**src/pbc_pkg.sv**
```systemverilog
// Functional notes
// - The device decodes 32 management registers, each reachable for read and write over the management interface.
// - Addresses 0h to Fh are the standard registers and 10h to 1Fh are vendor registers.
// - Writing 1 to bit 15 starts a software reset, the bit then clears itself, and it resets to 0.
// - Bit 14 selects loopback when 1, is read/write and resets to 0.
// - Bit 13 selects 100 Mbit/s when 1 and 10 Mbit/s when 0, and is ignored while auto-negotiation is on.
// - Bit 12 enables auto-negotiation, whose result then overrides the speed and duplex bits.
// - The reset values of speed select and auto-negotiation enable come from the latched strap level.
// - Bit 11 selects power-down when 1, is read/write and resets to 0.
// - Leaving power-down by software reset takes two writes: the first clears power-down, the second resets and re-latches straps.
// - Bit 10 isolates the PHY from its RMII data interface when 1 and resets to 0.
// - Writing 1 to bit 9 restarts auto-negotiation, the bit then clears itself, and it resets to 0.
// - Bit 8 selects full duplex when 1, is read/write and resets to 1.
// - Bit 7 enables the collision test when 1, is read/write and resets to 0.
package pbc_pkg;
   localparam int REG_ADDR_W = 5;
   localparam int DATA_W = 16;
   localparam logic [4:0] BASIC_CONTROL_ADDR = 5'h00;
   localparam logic [4:0] VENDOR_BASE_ADDR = 5'h10;
   localparam int SW_RESET_BIT = 15;
   localparam int LOOPBACK_BIT = 14;
   localparam int SPEED_BIT = 13;
   localparam int AUTONEG_EN_BIT = 12;
   localparam int POWER_DOWN_BIT = 11;
   localparam int ISOLATE_BIT = 10;
   localparam int AN_RESTART_BIT = 9;
   localparam int DUPLEX_BIT = 8;
   localparam int COL_TEST_BIT = 7;
   localparam logic RST_LOOPBACK = 1'b0;
   localparam logic RST_POWER_DOWN = 1'b0;
   localparam logic RST_ISOLATE = 1'b0;
   localparam logic RST_DUPLEX = 1'b1;
   localparam logic RST_COL_TEST = 1'b0;
   localparam logic [15:0] RESERVED_MASK = 16'h007F;
   // Internal reset pulse length after software reset
   localparam int SW_RESET_NS = 40;
   localparam int CLK_NS = 4;
   localparam int SW_RESET_CYCLES = (SW_RESET_NS + CLK_NS - 1) / CLK_NS;
endpackage

```
**src/pbc_basic_control.sv**
```systemverilog
`timescale 1ns/1ps
module pbc_basic_control #(
   parameter int NUM_REGS = 32,
   parameter int RESET_CYCLES = pbc_pkg::SW_RESET_CYCLES
)(
   // Clock and reset
   input wire logic clk,
   input wire logic rst_n,
   input wire logic clk_en,
   // Strap level, held by the board
   input wire logic strap_autoneg_and_speed,
   // Register access
   input wire logic reg_wr,
   input wire logic reg_rd,
   input wire logic [pbc_pkg::REG_ADDR_W-1:0] reg_addr,
   input wire logic [pbc_pkg::DATA_W-1:0] reg_wdata,
   output logic [pbc_pkg::DATA_W-1:0] reg_rdata,
   output logic reg_rvalid,
   // Effective modes to the PHY core
   output logic chip_reset,
   output logic loopback,
   output logic speed_100,
   output logic full_duplex,
   output logic autoneg_en,
   output logic autoneg_restart,
   output logic power_down,
   output logic isolate,
   output logic col_test
);
   import pbc_pkg::*;

   typedef enum logic [1:0] {PBC_ST_IDLE, PBC_ST_RESET, PBC_ST_LATCH} pbc_state_t;

   // Parameters the logic cannot serve are refused while the design is built
   generate
      if (NUM_REGS != 32)
      begin : g_bad_num_regs
         $error("pbc_basic_control: NUM_REGS must be 32");
      end
      if (RESET_CYCLES < 1 || RESET_CYCLES > 255)
      begin : g_bad_reset_cycles
         $error("pbc_basic_control: RESET_CYCLES out of range");
      end
   endgenerate

   // Control fields
   logic ctl_loopback, ctl_speed, ctl_an_en, ctl_pdown, ctl_isolate, ctl_duplex, ctl_col;
   logic next_loopback, next_speed, next_an_en, next_pdown, next_isolate, next_duplex, next_col;
   logic sw_reset_bit, next_sw_reset_bit;
   logic an_restart_bit, next_an_restart_bit;
   pbc_state_t state, next_state;
   logic [7:0] rst_cnt, next_rst_cnt;
   logic strap_valid, next_strap_valid;
   // Outputs
   logic [DATA_W-1:0] next_rdata;
   logic next_rvalid, next_chip_reset, next_an_pulse;
   logic soft_rst;
   logic ctl_wr;
   logic wr_ok, sw_req;
   logic next_out_loopback, next_out_speed, next_out_duplex, next_out_an_en;
   logic next_out_pdown, next_out_isolate, next_out_col;
   logic [DATA_W-1:0] ctl_word;
   logic [DATA_W-1:0] gen_val [1:NUM_REGS-1];

   assign soft_rst = (state == PBC_ST_RESET);
   assign ctl_wr = reg_wr && (reg_addr == BASIC_CONTROL_ADDR);
   // Control writes are dropped until the straps are in, so a late strap never overwrites a manager's value
   assign wr_ok = ctl_wr && (state == PBC_ST_IDLE) && strap_valid;
   assign sw_req = wr_ok && reg_wdata[SW_RESET_BIT];

   // Other 31 words, standard and vendor alike
   genvar gi;
   generate
      for (gi = 1; gi < NUM_REGS; gi++)
      begin : g_reg
         pbc_gen_reg #(.WIDTH(DATA_W)) u_reg (
            .clk(clk),
            .rst_n(rst_n),
            .clk_en(clk_en),
            .soft_rst(soft_rst),
            .wr_en(reg_wr && (reg_addr == REG_ADDR_W'(gi))),
            .wr_data(reg_wdata),
            .value(gen_val[gi])
         );
      end
   endgenerate

   always_comb
   begin
      ctl_word = '0;
      ctl_word[SW_RESET_BIT] = sw_reset_bit;
      ctl_word[LOOPBACK_BIT] = ctl_loopback;
      ctl_word[SPEED_BIT] = ctl_speed;
      ctl_word[AUTONEG_EN_BIT] = ctl_an_en;
      ctl_word[POWER_DOWN_BIT] = ctl_pdown;
      ctl_word[ISOLATE_BIT] = ctl_isolate;
      ctl_word[AN_RESTART_BIT] = an_restart_bit;
      ctl_word[DUPLEX_BIT] = ctl_duplex;
      ctl_word[COL_TEST_BIT] = ctl_col;
   end

   // Control register fields and the self-clearing restart bit
   always_comb
   begin
      next_loopback = ctl_loopback;
      next_speed = ctl_speed;
      next_an_en = ctl_an_en;
      next_pdown = ctl_pdown;
      next_isolate = ctl_isolate;
      next_duplex = ctl_duplex;
      next_col = ctl_col;
      next_an_restart_bit = 1'b0;
      next_an_pulse = 1'b0;
      case (state)
         PBC_ST_IDLE:
         begin
            if (wr_ok)
            begin
               next_loopback = reg_wdata[LOOPBACK_BIT];
               next_speed = reg_wdata[SPEED_BIT];
               next_an_en = reg_wdata[AUTONEG_EN_BIT];
               next_pdown = reg_wdata[POWER_DOWN_BIT];
               next_isolate = reg_wdata[ISOLATE_BIT];
               next_duplex = reg_wdata[DUPLEX_BIT];
               next_col = reg_wdata[COL_TEST_BIT];
               if (reg_wdata[AN_RESTART_BIT])
               begin
                  next_an_restart_bit = 1'b1;
                  next_an_pulse = 1'b1;
               end
               // First reset write out of power-down only wakes the chip
               if (sw_req && ctl_pdown)
                  next_pdown = 1'b0;
            end
         end
         PBC_ST_RESET:
         begin
            next_loopback = RST_LOOPBACK;
            next_pdown = RST_POWER_DOWN;
            next_isolate = RST_ISOLATE;
            next_duplex = RST_DUPLEX;
            next_col = RST_COL_TEST;
         end
         PBC_ST_LATCH:
         begin
            next_speed = strap_autoneg_and_speed;
            next_an_en = strap_autoneg_and_speed;
         end
         default:
            next_an_pulse = 1'b0;
      endcase
   end

   // Software reset sequencer; straps are caught after the release, never under the asynchronous reset
   always_comb
   begin
      next_state = state;
      next_rst_cnt = rst_cnt;
      next_strap_valid = strap_valid;
      next_sw_reset_bit = sw_reset_bit;
      next_chip_reset = 1'b0;
      case (state)
         PBC_ST_IDLE:
         begin
            if (!strap_valid)
               next_state = PBC_ST_LATCH;
            else if (sw_req && !ctl_pdown)
            begin
               next_sw_reset_bit = 1'b1;
               next_state = PBC_ST_RESET;
               next_rst_cnt = 8'(RESET_CYCLES);
            end
         end
         PBC_ST_RESET:
         begin
            next_chip_reset = 1'b1;
            if (rst_cnt <= 8'h01)
               next_state = PBC_ST_LATCH;
            else
               next_rst_cnt = rst_cnt - 8'h01;
         end
         PBC_ST_LATCH:
         begin
            next_strap_valid = 1'b1;
            next_sw_reset_bit = 1'b0;
            next_state = PBC_ST_IDLE;
         end
         default:
            next_state = PBC_ST_IDLE;
      endcase
   end

   // Read path; a read the same cycle as a write returns the old value
   always_comb
   begin
      next_rvalid = reg_rd;
      next_rdata = reg_rdata;
      if (reg_rd)
      begin
         if (reg_addr == BASIC_CONTROL_ADDR)
            next_rdata = ctl_word & ~RESERVED_MASK;
         else
            next_rdata = gen_val[reg_addr];
      end
   end

   always_ff @(posedge clk or negedge rst_n)
   begin
      if (!rst_n)
      begin
         ctl_loopback <= RST_LOOPBACK;
         ctl_speed <= 1'b0;
         ctl_an_en <= 1'b0;
         ctl_pdown <= RST_POWER_DOWN;
         ctl_isolate <= RST_ISOLATE;
         ctl_duplex <= RST_DUPLEX;
         ctl_col <= RST_COL_TEST;
         an_restart_bit <= 1'b0;
         autoneg_restart <= 1'b0;
      end
      else if (clk_en)
      begin
         ctl_loopback <= next_loopback;
         ctl_speed <= next_speed;
         ctl_an_en <= next_an_en;
         ctl_pdown <= next_pdown;
         ctl_isolate <= next_isolate;
         ctl_duplex <= next_duplex;
         ctl_col <= next_col;
         an_restart_bit <= next_an_restart_bit;
         autoneg_restart <= next_an_pulse;
      end
   end

   // Sequencer state
   always_ff @(posedge clk or negedge rst_n)
   begin
      if (!rst_n)
      begin
         state <= PBC_ST_IDLE;
         rst_cnt <= 8'h00;
         strap_valid <= 1'b0;
         sw_reset_bit <= 1'b0;
         chip_reset <= 1'b0;
      end
      else if (clk_en)
      begin
         state <= next_state;
         rst_cnt <= next_rst_cnt;
         strap_valid <= next_strap_valid;
         sw_reset_bit <= next_sw_reset_bit;
         chip_reset <= next_chip_reset;
      end
   end

   // Read port
   always_ff @(posedge clk or negedge rst_n)
   begin
      if (!rst_n)
      begin
         reg_rdata <= 16'h0000;
         reg_rvalid <= 1'b0;
      end
      else if (clk_en)
      begin
         reg_rdata <= next_rdata;
         reg_rvalid <= next_rvalid;
      end
   end

   // Mode outputs, registered; the negotiated result lives in the core, so with
   // auto-negotiation on the manual speed and duplex are reported as don't-care zero
   always_comb
   begin
      next_out_loopback = next_loopback;
      next_out_speed = next_speed & ~next_an_en;
      next_out_duplex = next_duplex & ~next_an_en;
      next_out_an_en = next_an_en;
      next_out_pdown = next_pdown;
      next_out_isolate = next_isolate;
      next_out_col = next_col;
   end

   always_ff @(posedge clk or negedge rst_n)
   begin
      if (!rst_n)
      begin
         loopback <= 1'b0;
         speed_100 <= 1'b0;
         full_duplex <= 1'b0;
         autoneg_en <= 1'b0;
         power_down <= 1'b0;
         isolate <= 1'b0;
         col_test <= 1'b0;
      end
      else if (clk_en)
      begin
         loopback <= next_out_loopback;
         speed_100 <= next_out_speed;
         full_duplex <= next_out_duplex;
         autoneg_en <= next_out_an_en;
         power_down <= next_out_pdown;
         isolate <= next_out_isolate;
         col_test <= next_out_col;
      end
   end
endmodule

```
**src/pbc_gen_reg.sv**
```systemverilog
`timescale 1ns/1ps
// Generic register file word for the addresses outside basic control
module pbc_gen_reg #(
   parameter int WIDTH = 16
)(
   // Clock and reset
   input wire logic clk,
   input wire logic rst_n,
   input wire logic clk_en,
   input wire logic soft_rst,
   // Write
   input wire logic wr_en,
   input wire logic [WIDTH-1:0] wr_data,
   // Read
   output logic [WIDTH-1:0] value
);
   logic [WIDTH-1:0] next_value;

   always_comb
   begin
      next_value = value;
      if (soft_rst)
         next_value = '0;
      else if (wr_en)
         next_value = wr_data;
   end

   always_ff @(posedge clk or negedge rst_n)
   begin
      if (!rst_n)
         value <= '0;
      else if (clk_en)
         value <= next_value;
   end
endmodule

```
**config.mk**
```make
export PLATFORM = sky130hd
export DESIGN_NAME = pbc_basic_control
export DESIGN_NICKNAME = d
export VERILOG_FILES = /design/src/pbc_pkg.sv /design/src/pbc_basic_control.sv /design/src/pbc_gen_reg.sv
export SDC_FILE = /design/constraint.sdc
export NUM_CORES = 1
export LEC_CHECK = 0
export ABC_AREA = 1
export BUFFER_PORTS_ARGS = -buffer_cell sky130_fd_sc_hd__buf_4
export CAP_MARGIN = 20
export CELL_PAD_IN_SITES_DETAIL_PLACEMENT = 1
export CELL_PAD_IN_SITES_GLOBAL_PLACEMENT = 2
export CORE_MARGIN = 2
export CORE_UTILIZATION = 35
export DETAILED_ROUTE_END_ITERATION = 12
export HOLD_SLACK_MARGIN = 0.03
export PLACE_DENSITY_LB_ADDON = 0.3
export REMOVE_ABC_BUFFERS = 1
export SKIP_CTS_REPAIR_TIMING = 1
export SYNTH_ARGS = -nofsm -noshare
export SYNTH_HDL_FRONTEND = slang
export SYNTH_SLANG_ARGS = --single-unit
```
**constraint.sdc**
```tcl
create_clock -name clk -period 2 [get_ports clk]
set_clock_uncertainty 0.05 [all_clocks]
set_input_delay 0.2 -clock clk [delete_from_list [all_inputs] [get_ports clk]]
set_output_delay 0.2 -clock clk [all_outputs]
set_load 0.05 [all_outputs]
```
==> reports/metrics.csv <==
stage,metric,value,unit
cts,numCtsBuffers,66,
power_and_ir_drop,vdd_drop_max,0.000585,V
synthesis,ys_seq_area_frac,0.547,
cells_and_area,fin_nets,3267,
floorplan,die_area,72200,um^2
synthesis,netlist_instances,3136,
floorplan,die_w,269,um
floorplan,core,69700,um^2
timing,max_freq,0.527,GHz
critical_path,reg2reg_slack,100,ps
cells_and_area,fin_cells,4227,
synthesis,synth_cell_type_count,36,
critical_path,cp_max_fo,21,
synthesis,ys_ff_latch,536,
timing,slew_violations,0,
route,drc,0,
status,status,"finished, final reports clean",
global_route,antenna_found_initial,1,
timing,hold_viol_final,0,
power_and_ir_drop,p_per_area,1100,nW/um^2
critical_path,start_kind,flop,
place,port_buffers,52,
critical_path,crit_required,2470,ps
global_route,grt_max_degree,86,
route,wl_per_cell,21.6,um
cts,clk_pin_slew,60,ps
critical_path,cpMaxStageDelayCell,dfrtp_1,
route,ant_nets,0,
cts,clock_path_buffers,3,
cts,insertion_delay,600,ps
cells_and_area,drive_gt1_frac,0.125,
floorplan,initial_utilization,0.352,
floorplan,row_count,97,
floorplan,pin_count,53,
synthesis,synthFlopType,dfrtp_1,
synthesis,synth.cell_area,24500,um^2
cells_and_area,area_delta_synth_final,22.3,%
synthesis,synth_area_leaders,"dfrtp_1, nand2_1, o21ai_0",
timing,setup_viol,0,
route,drt_first_pass_iters,5,
critical_path,path_buf_inv,6,
synthesis,synth_top_area_share,0.546,
timing,rsz0062_at_grt,false,
timing,timing.final.crit_share,0.949,
cts,cts_tree,built,
power_and_ir_drop,leakage,14.8,nW
synthesis,yosys.area.top_type,dfrtp_1,
timing,slew_headroom,0.454,
floorplan,die_h,269,um
synthesis,avgSynthCellArea,7.82,um^2
global_route,grt.overflow.total,0,
synthesis,synth_edf_count,0,
route,drtIter0Drc,1287,
critical_path,crit_type,reg -> reg,
global_route,grt_pass1_wl,142000,um
timing,setup_tns,0,ps
cts,htreeDepth,3,
critical_path,crit_family,buffers and inverters,
critical_path,critical_path_arrival,2360,ps
cells_and_area,utilization,0.430,
critical_path,path_cells,inv_2 -> nor2_8 -> inv_4 -> nor2_8 -> inv_4 -> buf_6 -> nand2_1 -> inv_2 -> buf_12 -> nand2_1 -> o21ai_1,
timing,min_period,1900,ps
synthesis,yosysWarnings,0,
global_route,grt_pass1_vias,23400,
route,via_per_inst,5.22,
cts,cts.sinks,536,
cts,clockRootBuffer,clkbuf_16,
global_route,globalRouteTotalUtil,0.260,
synthesis,synthArstFlopShare,1.00,
critical_path,cpPeakStageDelay,460,ps
route,dr_total_vias,22100,
flow_run,maxCapViolations,0,
critical_path,cp-end-kind,flop,
place,place_congestion,0.848,
place,hpwlAfterDp,61900,um
place,dp_cells,4104,
timing,tightest_slew,817,ps
hold_path,worstHoldPathType,in -> reg,
timing,finalHoldWorstSlack,1.92,ps
route,drt-total-wl,91500,um
==> cell type report <==
class,instances,area (um^2)
antenna,1,2.50
clock buffer,102,2100
clock inverter,14,170
fill,8357,39700
inverter,112,427
multi-input combinational,2268,9870
sequential,536,13400
tap,940,1180
timing repair buffer,254,2830
==> metrics by stage <==
| stage | power [mW] | worst slack (ps) | instance area (um^2) |
|---|---|---|---|
| after CTS | 33.5 | -66.2 | 29900 |
| after global routing | 35.0 | 0.281 | 30000 |
| after global placement | 20.4 | -80.9 | 27600 |
| after floorplan | 18.1 | -1650 | 23600 |
| final | 33.1 | 103 | 30000 |
| after detailed placement | 20.8 | -80.9 | 27600 |
==> cell families after synthesis <==
logic type / count (synthesis) / share of synthesized area
compound gates: 650 / 0.137
fa+ha+maj: 2 / 0.00102
flops: 536 / 0.547
xor+xnor: 5 / 0.00179
simple gates: 1611 / 0.259
buf+inv: 332 / 0.0544
==> placed cells by master (no fill, tap or decap), drive strengths merged <==
cell type	netlist	routed
a21o	2	2
a21oi	71	71
xnor2	2	2
a22oi	30	30
dlygate4sd3	0	6
nand3	93	93
nor2	120	120
dfrtp	535	535
ha	2	2
o2bb2ai	1	1
nand2	1358	1358
a31oi	3	3
inv	112	111
o22ai	2	2
o21ai	537	537
xor2	3	3
o2111ai	1	1
buf	76	248
nand4	26	26
or2	8	8
o211ai	1	1
o21bai	2	2
clkinv	0	11
dfstp	1	1
and2	1	1
nor3	5	5
bufinv	0	4
diode	0	1
clkbuf	144	102
==> worst min-delay path: cells and delay by family <==
family                 cells  cell delay [ps]
and+or+nand+nor            4              280
buffers and inverters      1              120
==> final timing paths <==
path / end / startpoint / cells after the start
worst max-delay path: g_reg[5].u_reg.value[7] / state[0] / 11
worst max register to register: g_reg[5].u_reg.value[7] / state[0] / 11
min in group asynchronous: g_reg[14].u_reg.value[15] / rst_n / 3
worst min-delay path: ctl_duplex / reg_wdata[8] / 5
worst min register to register: g_reg[15].u_reg.value[15] / g_reg[15].u_reg.value[15] / 2
max in group asynchronous: reg_rdata[11] / rst_n / 3
==> sequential cells by signal, summed over array words and instances, names as in the netlist, 2 cells and up <==
register       flops
g.u_reg.value    496
reg_rdata         16
rst_cnt            8
state              2
==> report_power, final <==
| part | internal [mW] | switching [mW] | total [mW] | leakage [nW] |
|---|---|---|---|---|
| combinational | 2.20 | 3.69 | 5.89 | 6.81 |
| clock | 7.70 | 4.79 | 12.5 | 1.13 |
| sequential | 13.3 | 1.43 | 14.7 | 6.89 |
| total | 23.2 | 9.91 | 33.1 | 14.8 |
==> synth_stat cells (2+ instances only) <==
library cell	n
o22ai_1	2
a31oi_1	3
ha_1	2
dfrtp_1	535
nor2_8	3
nor3_2	2
nand4_1	26
o21bai_1	2
nand3_1	93
a22oi_1	30
inv_2	15
nor2_1	113
nor3_1	2
clkbuf_1	144
xor2_1	3
inv_1	96
o21ai_1	73
o21ai_0	464
xnor2_1	2
buf_4	2
nor2_2	4
a21o_1	2
or2_2	8
nand2_1	1357
a21oi_1	71
buf_1	17
buf_2	56
==> per-layer routing <==
metal,track usage,wire [um]
met5,0,0
met4,0.0896,3220
met1,0.349,41300
met2,0.432,43500
met3,0.0347,3400
Power figures use the tool's default switching activity.
